[src/shared/motor_io_map.vh]
// register map, field positions and timing constants of the motor status and control logic
// assumes a 40 MHz core clock; included by bare name from the rtl files
`ifndef MOTOR_IO_MAP_VH
`define MOTOR_IO_MAP_VH
`define CLK_HZ              40000000
`define PULSE_WIDTH_US      200
`define PULSE_CYCLES        ((`CLK_HZ / 1000000) * `PULSE_WIDTH_US)
`define PULSES_PER_REV      30
`define CLEAR_HOLD_MS       10
`define CLEAR_HOLD_CYCLES   ((`CLK_HZ / 1000) * `CLEAR_HOLD_MS)
// sized counter limits: PULSE_CYCLES less one, and CLEAR_HOLD_CYCLES
`define PULSE_LOAD          16'h1F3F
`define CLEAR_HOLD_LIMIT    19'h61A80
`define ADDR_CTRL           12'h000
`define ADDR_CLAMP_MAP      12'h004
`define ADDR_NET_CMD        12'h008
`define ADDR_PASS_MAP       12'h00C
`define ADDR_STATUS         12'h010
`define ADDR_NET_STAT       12'h014
`define ADDR_ECHO           12'h018
`define ADDR_SPEED_CMD      12'h01C
`define CTRL_OVL_WARN_EN    0
`define CTRL_BRAKE_AFTER    1
`define CTRL_BRAKE_MOTOR    2
`define CTRL_RESET          32'h0000_0000
`define ST_FAULT            0
`define ST_OVERLOAD         1
`define ST_WARNING          2
`define ST_RUNNING          3
`define ST_ATTAINED         4
`define ST_CLAMPING         5
`define ST_BUSY             6
`define ST_MAINPWR          7
`define ST_DIR              8
`define ST_BRAKE            9
`define ST_COAST            10
`define ST_QSTOP            11
`define ST_LATCHED          12
`endif

[src/rtl/in_sync.v]
// two-flop synchroniser bank for the photocoupled and status inputs
// assumes inputs may change at any time relative to the core clock
`timescale 1ns/1ps
`include "motor_io_map.vh"
module in_sync #(
  parameter WIDTH = 16
) (
  input  wire             clk_i,
  input  wire             rst_i,
  input  wire             ce_i,
  input  wire [WIDTH-1:0] d_i,
  output reg  [WIDTH-1:0] q_o
);
  reg [WIDTH-1:0] meta;
  genvar g;
  generate
    for (g = 0; g < WIDTH; g = g + 1)
    begin : bit_sync
      always @(posedge clk_i)
      begin
        if (rst_i)
        begin
          meta[g] <= 1'b0;
          q_o[g]  <= 1'b0;
        end
        else if (ce_i)
        begin
          meta[g] <= d_i[g];
          q_o[g]  <= meta[g];
        end
      end
    end
  endgenerate
endmodule // in_sync

[src/rtl/speed_pulse.v]
// speed pulse generator: fixed-width pulse per shaft tick
// assumes tick_i is a one-cycle pulse, 30 per output revolution, from the commutation logic
`timescale 1ns/1ps
`include "motor_io_map.vh"
module speed_pulse (
  input  wire clk_i,
  input  wire rst_i,
  input  wire ce_i,
  input  wire tick_i,
  output reg  pulse_o
);
  reg [15:0] count;
  always @(posedge clk_i)
  begin
    if (rst_i)
    begin
      count   <= 16'h0000;
      pulse_o <= 1'b0;
    end
    else if (ce_i)
    begin
      // a tick inside a pulse restarts it; ticks never come that fast below top speed
      if (tick_i)
      begin
        count   <= `PULSE_LOAD;
        pulse_o <= 1'b1;
      end
      else if (count != 16'h0000)
        count <= count - 16'h0001;
      else
        pulse_o <= 1'b0;
    end
  end
endmodule // speed_pulse

[src/rtl/motor_status_io.v]
// Functional notes
// - torque limiting follows the clamp enable input: on enables, off disables
// - unmapped clamp enable reads on; several mapped terminals must all be on
// - thirty speed pulses per output revolution, each 0.2 ms wide
// - a protective trip drives the fault output off and blinks the alarm lamp
// - alarm: standard motor coasts; brake motor stops instantly and brakes
// - brake motor option: brake at alarm, or only after coasting to stop
// - alarm clear is ignored while either run input is on
// - running output is on while any run input is on
// - speed attained output on while a run input is on and measured speed reaches commanded speed
// - with warning enabled, overload output goes off above warning level
// - overload alarm drives overload output off even with warning disabled
// - warning output follows warning cause; motor keeps running
// - clamping output on while torque has reached the limit
// - busy output on during internal processing and maintenance commands
// - main power output on while main supply is present
// - shaft sense output on for forward, off for reverse
// - echo outputs mirror run, stop method, brake, unlock, speed select, clamp
// - pass-through bit: network command bit drives direct output
// - pass-through bit: direct input, per contact sense, reported to network
// - resettable alarm clears on the falling edge of alarm clear after it has been held on for 10 ms
// - both run inputs on together stop the motor instantly
//
// top of the motor status and control logic, APB slave for configuration
// assumes all inputs synchronous-in-spirit but asynchronous in fact; one 40 MHz clock
`timescale 1ns/1ps
`include "motor_io_map.vh"
module motor_status_io (
  input  wire        CORE_CLK_I,
  input  wire        SYS_RST_I,
  input  wire        CLK_EN_I,
  input  wire        PSEL_I,
  input  wire        PENABLE_I,
  input  wire        PWRITE_I,
  input  wire [11:0] PADDR_I,
  input  wire [31:0] PWDATA_I,
  output reg  [31:0] PRDATA_O,
  output reg         PREADY_O,
  output reg         PSLVERR_O,
  input  wire        CLOCKWISE_RUN_I,
  input  wire        COUNTERCLOCKWISE_RUN_I,
  input  wire        STOP_METHOD_I,
  input  wire        BRAKE_RELEASE_I,
  input  wire        OPERATOR_TOOL_UNLOCK_I,
  input  wire [3:0]  SPEED_SELECT_I,
  input  wire        TORQUE_CLAMP_ENABLE_I,
  input  wire        ALARM_CLEAR_I,
  input  wire [6:0]  DIRECT_INPUT_I,
  input  wire        PROTECT_TRIP_I,
  input  wire        TRIP_RESETTABLE_I,
  input  wire        OVERLOAD_ALARM_I,
  input  wire        OVERLOAD_LEVEL_I,
  input  wire        WARNING_CAUSE_I,
  input  wire        TORQUE_AT_LIMIT_I,
  input  wire        MAINT_CMD_I,
  input  wire        INTERNAL_BUSY_I,
  input  wire        MAIN_POWER_I,
  input  wire        SHAFT_FORWARD_I,
  input  wire        SHAFT_TICK_I,
  input  wire        MOTOR_STOPPED_I,
  input  wire [15:0] MEASURED_SPEED_I,
  output reg         TORQUE_LIMIT_EN_O,
  output reg         SPEED_PULSE_O,
  output reg         PRIMARY_FAULT_OUTPUT_O,
  output reg         ALARM_LAMP_O,
  output reg         OVERLOAD_OUTPUT_O,
  output reg         WARNING_FLAG_O,
  output reg         MOTOR_RUNNING_O,
  output reg         SPEED_ATTAINED_O,
  output reg         TORQUE_CLAMPING_ACTIVE_O,
  output reg         DRIVER_PROCESSING_O,
  output reg         MAIN_POWER_PRESENT_O,
  output reg         SHAFT_SENSE_O,
  output reg         COAST_O,
  output reg         QUICK_STOP_O,
  output reg         BRAKE_ENGAGE_O,
  output reg  [1:0]  DIRECT_OUTPUT_O,
  output reg  [10:0] ECHO_O
);
  localparam ALM_IDLE  = 3'b001;
  localparam ALM_ARMED = 3'b010;
  localparam ALM_HELD  = 3'b100;

  // synchronised input bundle
  wire [19:0] raw_in = {DIRECT_INPUT_I, ALARM_CLEAR_I, TORQUE_CLAMP_ENABLE_I, SPEED_SELECT_I,
                        OPERATOR_TOOL_UNLOCK_I, BRAKE_RELEASE_I, STOP_METHOD_I,
                        COUNTERCLOCKWISE_RUN_I, CLOCKWISE_RUN_I, PROTECT_TRIP_I, SHAFT_FORWARD_I};
  wire [19:0] sin;
  in_sync #(.WIDTH(20)) u_sync (
    .clk_i (CORE_CLK_I),
    .rst_i (SYS_RST_I),
    .ce_i  (CLK_EN_I),
    .d_i   (raw_in),
    .q_o   (sin)
  );

  wire       s_fwd_shaft = sin[0];
  wire       s_trip      = sin[1];
  wire       s_cw        = sin[2];
  wire       s_ccw       = sin[3];
  wire       s_stop_m    = sin[4];
  wire       s_brake_rel = sin[5];
  wire       s_unlock    = sin[6];
  wire [3:0] s_speed_sel = sin[10:7];
  wire       s_clamp     = sin[11];
  wire       s_clear     = sin[12];
  wire [6:0] s_direct    = sin[19:13];

  // configuration registers
  reg [31:0] ctrl;
  reg [15:0] clamp_map;   // [0] direct terminal mapped, [1] network terminal mapped, [2] network bit
  reg [15:0] net_cmd;
  reg [31:0] pass_map;
  reg [15:0] speed_cmd;
  reg [15:0] net_stat;

  // alarm state
  reg        alarm;
  reg        alarm_brake_late;
  reg [2:0]  alm_state;
  reg [18:0] hold_cnt;
  reg        clear_prev;
  reg [23:0] blink_cnt;

  wire run_any  = s_cw | s_ccw;
  wire both_run = s_cw & s_ccw;

  // all mapped terminals must be on; none mapped reads on
  function clamp_on;
    input [15:0] map;
    input        direct_bit;
    begin
      clamp_on = (~map[0] | direct_bit) & (~map[1] | map[2]);
    end
  endfunction

  // pass map: bits [2:0] direct input index, [4] contact inverted, [5] routing enable
  function sense_in;
    input [6:0] pins;
    input [5:0] cfg;
    begin
      sense_in = cfg[5] & (pins[cfg[2:0]] ^ cfg[4]);
    end
  endfunction

  wire apb_setup  = PSEL_I & ~PENABLE_I;
  wire apb_access = PSEL_I & PENABLE_I & PREADY_O;
  wire wr_en      = apb_access & PWRITE_I;

  function addr_known;
    input [11:0] a;
    begin
      addr_known = (a == `ADDR_CTRL) | (a == `ADDR_CLAMP_MAP) | (a == `ADDR_NET_CMD) |
                   (a == `ADDR_PASS_MAP) | (a == `ADDR_STATUS) | (a == `ADDR_NET_STAT) |
                   (a == `ADDR_ECHO) | (a == `ADDR_SPEED_CMD);
    end
  endfunction

  wire [15:0] status_word = {3'b000, alarm, QUICK_STOP_O, COAST_O, BRAKE_ENGAGE_O, SHAFT_SENSE_O,
                             MAIN_POWER_PRESENT_O, DRIVER_PROCESSING_O, TORQUE_CLAMPING_ACTIVE_O,
                             SPEED_ATTAINED_O, MOTOR_RUNNING_O, WARNING_FLAG_O, OVERLOAD_OUTPUT_O,
                             PRIMARY_FAULT_OUTPUT_O};

  reg [31:0] rd_mux;
  always @*
  begin
    rd_mux = 32'h0000_0000;
    case (PADDR_I)
      `ADDR_CTRL:      rd_mux = ctrl;
      `ADDR_CLAMP_MAP: rd_mux = {16'h0000, clamp_map};
      `ADDR_NET_CMD:   rd_mux = {16'h0000, net_cmd};
      `ADDR_PASS_MAP:  rd_mux = pass_map;
      `ADDR_STATUS:    rd_mux = {16'h0000, status_word};
      `ADDR_NET_STAT:  rd_mux = {16'h0000, net_stat};
      `ADDR_ECHO:      rd_mux = {21'h00000, ECHO_O};
      `ADDR_SPEED_CMD: rd_mux = {16'h0000, speed_cmd};
      default:         rd_mux = 32'h0000_0000;
    endcase
  end

  // apb slave: no wait state, answer registered
  always @(posedge CORE_CLK_I)
  begin
    if (SYS_RST_I)
    begin
      PREADY_O  <= 1'b0;
      PRDATA_O  <= 32'h0000_0000;
      PSLVERR_O <= 1'b0;
      ctrl      <= `CTRL_RESET;
      clamp_map <= 16'h0000;
      net_cmd   <= 16'h0000;
      pass_map  <= 32'h0000_0000;
      speed_cmd <= 16'h0000;
    end
    else if (CLK_EN_I)
    begin
      PREADY_O  <= apb_setup;
      PRDATA_O  <= apb_setup ? rd_mux : PRDATA_O;
      PSLVERR_O <= apb_setup & ~addr_known(PADDR_I);
      if (wr_en)
      begin
        case (PADDR_I)
          `ADDR_CTRL:      ctrl      <= PWDATA_I;
          `ADDR_CLAMP_MAP: clamp_map <= PWDATA_I[15:0];
          `ADDR_NET_CMD:   net_cmd   <= PWDATA_I[15:0];
          `ADDR_PASS_MAP:  pass_map  <= PWDATA_I;
          `ADDR_SPEED_CMD: speed_cmd <= PWDATA_I[15:0];
          default:         ctrl      <= ctrl;
        endcase
      end
    end
  end

  wire clear_fall = clear_prev & ~s_clear;
  wire hold_done  = (hold_cnt == `CLEAR_HOLD_LIMIT);

  // alarm latch and clear handshake
  always @(posedge CORE_CLK_I)
  begin
    if (SYS_RST_I)
    begin
      alarm            <= 1'b0;
      alarm_brake_late <= 1'b0;
      alm_state        <= ALM_IDLE;
      hold_cnt         <= 19'h00000;
      clear_prev       <= 1'b0;
      blink_cnt        <= 24'h000000;
    end
    else if (CLK_EN_I)
    begin
      clear_prev <= s_clear;
      blink_cnt  <= alarm ? blink_cnt + 24'h000001 : 24'h000000;
      case (alm_state)
        ALM_IDLE:
        begin
          hold_cnt <= 19'h00000;
          if (alarm & s_clear & ~run_any)
            alm_state <= ALM_ARMED;
        end
        ALM_ARMED:
        begin
          if (run_any | ~s_clear)
          begin
            alm_state <= ALM_IDLE;
            hold_cnt  <= 19'h00000;
          end
          else if (hold_done)
            alm_state <= ALM_HELD;
          else
            hold_cnt <= hold_cnt + 19'h00001;
        end
        ALM_HELD:
        begin
          if (run_any)
            alm_state <= ALM_IDLE;
          else if (clear_fall)
          begin
            alm_state <= ALM_IDLE;
            if (TRIP_RESETTABLE_I & ~s_trip)
              alarm <= 1'b0;
          end
        end
        default: alm_state <= ALM_IDLE;
      endcase
      // a new trip wins over a clear in the same cycle
      if (s_trip | OVERLOAD_ALARM_I)
      begin
        alarm            <= 1'b1;
        alarm_brake_late <= ctrl[`CTRL_BRAKE_AFTER];
      end
    end
  end

  wire speed_pulse_w;
  speed_pulse u_pulse (
    .clk_i   (CORE_CLK_I),
    .rst_i   (SYS_RST_I),
    .ce_i    (CLK_EN_I),
    .tick_i  (SHAFT_TICK_I),
    .pulse_o (speed_pulse_w)
  );

  integer k;
  reg [1:0]  next_direct;
  reg [15:0] next_net_stat;
  always @*
  begin
    next_direct   = 2'b00;
    next_net_stat = 16'h0000;
    for (k = 0; k < 2; k = k + 1)
      next_direct[k] = pass_map[16 + k] & net_cmd[k];
    for (k = 0; k < 2; k = k + 1)
      next_net_stat[14 + k] = sense_in(s_direct, pass_map[6*k +: 6]);
  end

  wire brake_motor = ctrl[`CTRL_BRAKE_MOTOR];

  // status outputs, all registered
  always @(posedge CORE_CLK_I)
  begin
    if (SYS_RST_I)
    begin
      TORQUE_LIMIT_EN_O        <= 1'b0;
      SPEED_PULSE_O            <= 1'b0;
      PRIMARY_FAULT_OUTPUT_O   <= 1'b0;
      ALARM_LAMP_O             <= 1'b0;
      OVERLOAD_OUTPUT_O        <= 1'b0;
      WARNING_FLAG_O           <= 1'b0;
      MOTOR_RUNNING_O          <= 1'b0;
      SPEED_ATTAINED_O         <= 1'b0;
      TORQUE_CLAMPING_ACTIVE_O <= 1'b0;
      DRIVER_PROCESSING_O      <= 1'b0;
      MAIN_POWER_PRESENT_O     <= 1'b0;
      SHAFT_SENSE_O            <= 1'b0;
      COAST_O                  <= 1'b0;
      QUICK_STOP_O             <= 1'b0;
      BRAKE_ENGAGE_O           <= 1'b0;
      DIRECT_OUTPUT_O          <= 2'b00;
      ECHO_O                   <= 11'h000;
      net_stat                 <= 16'h0000;
    end
    else if (CLK_EN_I)
    begin
      TORQUE_LIMIT_EN_O        <= clamp_on(clamp_map, s_clamp);
      SPEED_PULSE_O            <= speed_pulse_w;
      PRIMARY_FAULT_OUTPUT_O   <= ~alarm;
      ALARM_LAMP_O             <= alarm & blink_cnt[23];
      OVERLOAD_OUTPUT_O        <= ~((ctrl[`CTRL_OVL_WARN_EN] & OVERLOAD_LEVEL_I)
                                    | OVERLOAD_ALARM_I);
      WARNING_FLAG_O           <= WARNING_CAUSE_I;
      MOTOR_RUNNING_O          <= run_any;
      SPEED_ATTAINED_O         <= run_any & (MEASURED_SPEED_I >= speed_cmd);
      TORQUE_CLAMPING_ACTIVE_O <= TORQUE_AT_LIMIT_I;
      DRIVER_PROCESSING_O      <= INTERNAL_BUSY_I | MAINT_CMD_I;
      MAIN_POWER_PRESENT_O     <= MAIN_POWER_I;
      SHAFT_SENSE_O            <= s_fwd_shaft;
      COAST_O                  <= alarm & (~brake_motor | alarm_brake_late);
      QUICK_STOP_O             <= both_run | (alarm & brake_motor & ~alarm_brake_late);
      // brake released by the release input outside an alarm, and during a late-brake alarm until the motor stops
      BRAKE_ENGAGE_O           <= alarm ? (~alarm_brake_late | MOTOR_STOPPED_I)
                                        : ~s_brake_rel;
      DIRECT_OUTPUT_O          <= next_direct;
      net_stat                 <= next_net_stat;
      ECHO_O                   <= {s_clamp, s_speed_sel, s_unlock, s_brake_rel, s_stop_m,
                                   s_ccw, s_cw, run_any};
    end
  end
endmodule // motor_status_io

[config.mk]
export PLATFORM = sky130hd
export DESIGN_NAME = motor_status_io
export DESIGN_NICKNAME = d
export VERILOG_FILES = /design/src/rtl/in_sync.v /design/src/rtl/speed_pulse.v /design/src/rtl/motor_status_io.v
export VERILOG_INCLUDE_DIRS = /design/src /design/src/shared
export SDC_FILE = /design/constraint.sdc
export NUM_CORES = 1
export LEC_CHECK = 0
export BUFFER_PORTS_ARGS = -buffer_cell sky130_fd_sc_hd__buf_2
export CAP_MARGIN = 20
export CORE_UTILIZATION = 62
export CTS_CLUSTER_DIAMETER = 150
export CTS_CLUSTER_SIZE = 16
export DETAILED_ROUTE_END_ITERATION = 10
export PLACE_DENSITY = 0.85
export SYNTH_ARGS = -nofsm -noshare
export SYNTH_HDL_FRONTEND = slang
export SYNTH_SLANG_ARGS = --single-unit
[constraint.sdc]
create_clock -name CORE_CLK_I -period 4.1 [get_ports CORE_CLK_I]
set_input_delay 0.615 -clock CORE_CLK_I [delete_from_list [all_inputs] [get_ports CORE_CLK_I]]
set_output_delay 0.615 -clock CORE_CLK_I [all_outputs]
set_load 0.05 [all_outputs]
==> results.sh <==
export IMPL_drcViolationCount=0
export IMPL_coreArea_um2=19400
export IMPL_portBuffers=157
export IMPL_drt_iter0_markers=980
export IMPL_gp_congestion=0.8978
export IMPL_clock_skew_ns=0.01120
export IMPL_die_w_um=142.7
export IMPL_clk_pin_slew_ns=0.07
export IMPL_fin_util_pct=70.90
export IMPL_period_minus_slack_ns=2.395
export IMPL_synth_area_um2=12270
export IMPL_outcome="complete, no violations"
export IMPL_synth_avg_cell_area_um2=8.901
export IMPL_worstMarginPinSlew_ns=0.8256
export IMPL_clock_sinks=281
export IMPL_dp_hpwl_um=21060
export IMPL_start_util_pct=63.23
export IMPL_ant_nets=0
export IMPL_yosys_warnings=0
export IMPL_overflow=0
export IMPL_combinationalPowerShare_pct=8.6
export IMPL_synth_edf_count=0
export IMPL_fin_crit_sh_pct=58.42
export IMPL_die_area_um2=20350
export IMPL_htreeDepth=1
export IMPL_num_io_pins=158
export IMPL_power_mw=5.079
export IMPL_drive_above_1_share_pct=16.93
export IMPL_hold_viol=0
export IMPL_place_ws_ns=0.7198
export IMPL_cp_end_kind="flop"
export IMPL_synth_seq_cells=281
export IMPL_crit_arrival_ns=2.75
export IMPL_post_cts_buffers=0
export IMPL_viasPerCell=5.919
export IMPL_grt_max_degree=108
export IMPL_rsz0062_at_grt="no"
export IMPL_setup_slack_ns=1.705
export IMPL_worstSkewPairLatency_ns=0.50
export IMPL_p_per_area_nw_per_um2=369.3
export IMPL_synth_top_area_cell="dfxtp_1"
export IMPL_required_ns=4.45
export IMPL_max_slew_margin_pct=44.96
export IMPL_diodes=0
export IMPL_synth_most_common_cell="dfxtp_1"
export IMPL_synthArstFlopShare_pct=0
export IMPL_syn_inst=1378
export IMPL_whs_ns=0.3433
export IMPL_track_usage_pct=30.28
export IMPL_syn_to_final_growth_pct=12.14
export IMPL_switchingPower_mw=1.239
export IMPL_cts_tree="built"
export IMPL_grt_pass1_vias=9791
export IMPL_num_vias=10410
export IMPL_layout_nets=1612
export IMPL_clkPwrFrac_pct=35.9
export IMPL_synth_nets=1495
export IMPL_die_height_um=142.7
export IMPL_synth_top_area_share_pct=45.86
export IMPL_synthFlopType="dfxtp_1"
export IMPL_cp_max_fo=32
export IMPL_clock_path_buffers=3
export IMPL_cts_resized=0
export IMPL_cts_hold_buf=0
export IMPL_ys_seq_area_share_pct=45.86
export IMPL_drtPass1Iterations=6
export IMPL_seqPwrFrac_pct=55.5
export IMPL_yosys_cell_types_count=65
export IMPL_cts_buffers=21
export IMPL_final_max_slew_violation_count=0
export IMPL_wl_um=30830
export IMPL_leakage_nw=5.352
export IMPL_regArea_um2=5625
export IMPL_p_sw_share_pct=24.39
export IMPL_synth_commonest_cells="281 x dfxtp_1, 202 x nand2_1, 182 x nor2_1, 136 x mux2i_1, 96 x a21oi_1"
export IMPL_multiInputGateArea_um2=6143
export IMPL_irDropWorstVdd_mv=0.2533
export IMPL_worstSetupStartpointType="input port"
export IMPL_drv_cap=0
export IMPL_setup_viol=0
export IMPL_power_internal_mw=3.840
export IMPL_antenna_found_initial=0
export IMPL_ys_top_cells_by_area="dfxtp_1 46%, mux2i_1 11%, nand2_1 6.2%, nor2_1 5.6%, a21oi_1 3.9%"
export IMPL_rows=51
export IMPL_cts_root_buf="clkbuf_16"
export IMPL_grt_first_pass_wirelength_um=48890
export IMPL_min_path_type="input port to flop"
export IMPL_critical_path_class="input port to flop"
export IMPL_fillers=1512
export IMPL_wl_per_cell_um=17.53
export IMPL_fmax_mhz=417.5
export IMPL_fin_setup_tns_ns=0
==> stage by stage <==
stage / std cells / area (µm²)
floorplan: 1378 / 12270
global placement: 1735 / 13170
detailed placement: 1735 / 13170
CTS: 1757 / 13700
global route: 1759 / 13750
finish: 1759 / 13750
==> power groups by stage <==
stage / clock network [mW] / logic (mW) / registers (mW)
after floorplan: 0 / 0.258 / 2.90
after global placement: 0 / 0.416 / 2.88
after detailed placement: 0 / 0.426 / 2.88
after CTS: 1.85 / 0.429 / 2.82
after global routing: 1.96 / 0.471 / 2.82
final: 1.82 / 0.435 / 2.82
==> per-layer routing <==
layer	global-route usage [%]	wire length (µm)	up-vias	share of wire, %
li1	-	-	4962	-
met1	38.49	12410	4910	40
met2	49.95	14640	454	47
met3	5.332	2521	85	8.2
met4	14.37	1261	0	4.1
met5	0	0	-	0
==> logic make-up (layout without fill, tap and decap cells) <==
kind of cell / count (synthesis) / after routing / synth area share [%]
multiplexers: 151 / 151 / 13.58
XOR/XNOR: 46 / 46 / 3.285
AND/OR/NAND/NOR: 557 / 557 / 21.08
flip-flops: 281 / 281 / 45.86
AO/OA/AOI/OAI: 205 / 205 / 9.936
adder cells (fa/ha/maj): 21 / 21 / 2.142
buffers and inverters: 117 / 233 / 4.121
==> layout make-up <==
type	instances	area share, %
clock buffer	21	3.821
clock inverter	1	0.06368
inverter	32	0.8733
multi-input combinational	980	44.66
sequential	281	40.90
tap	265	2.411
timing repair buffer	179	7.268
==> layout by cell type, fill, tap and decap left out, types with 12 or more instances in the layout <==
master,n
mux2i_1,136
xor2_1,32
dfxtp_1,281
buf_4,21
nand3_1,35
clkbuf_16,21
o21ai_0,37
ha_1,21
nor2_1,181
mux4_2,12
a21oi_1,96
inv_1,31
nor3_1,17
nand2_1,202
a22oi_1,22
nand2_2,20
xnor2_1,14
buf_2,155
nand4_1,20
==> registers in the layout, indices dropped and copies added (netlist names), 2 cells and up <==
signal,cells
DIRECT_OUTPUT_O,2
ECHO_O,11
PRDATA_O,32
alm_state,3
blink_cnt,24
clamp_map,16
ctrl,32
hold_cnt,19
net_cmd,16
net_stat,2
pass_map,32
speed_cmd,16
u_pulse.count,16
u_sync.meta,20
u_sync.q_o,20
==> critical path, stage by stage <==
cell	delay (ns)
buf_2	0.09
or3_1	0.58
or3_1	0.48
or2_2	0.64
nand2_1	0.23
a21oi_1	0.10
==> path summary, 6_finish.rpt <==
kind                              from                           to  slack, ns  cells after the start
min reg2reg  PRDATA_O[25]$_SDFFE_PP0P_    PRDATA_O[25]$_SDFFE_PP0P_       0.43                      2
max reg2reg      PREADY_O$_SDFFE_PP0P_    speed_cmd[7]$_SDFFE_PP0P_       1.86                      6
max                         PADDR_I[5]     pass_map[7]$_SDFFE_PP0P_       1.70                      6
min                     PROTECT_TRIP_I  u_sync.meta[1]$_SDFFE_PP0P_       0.34                      3
Power figures use the tool's default switching activity.
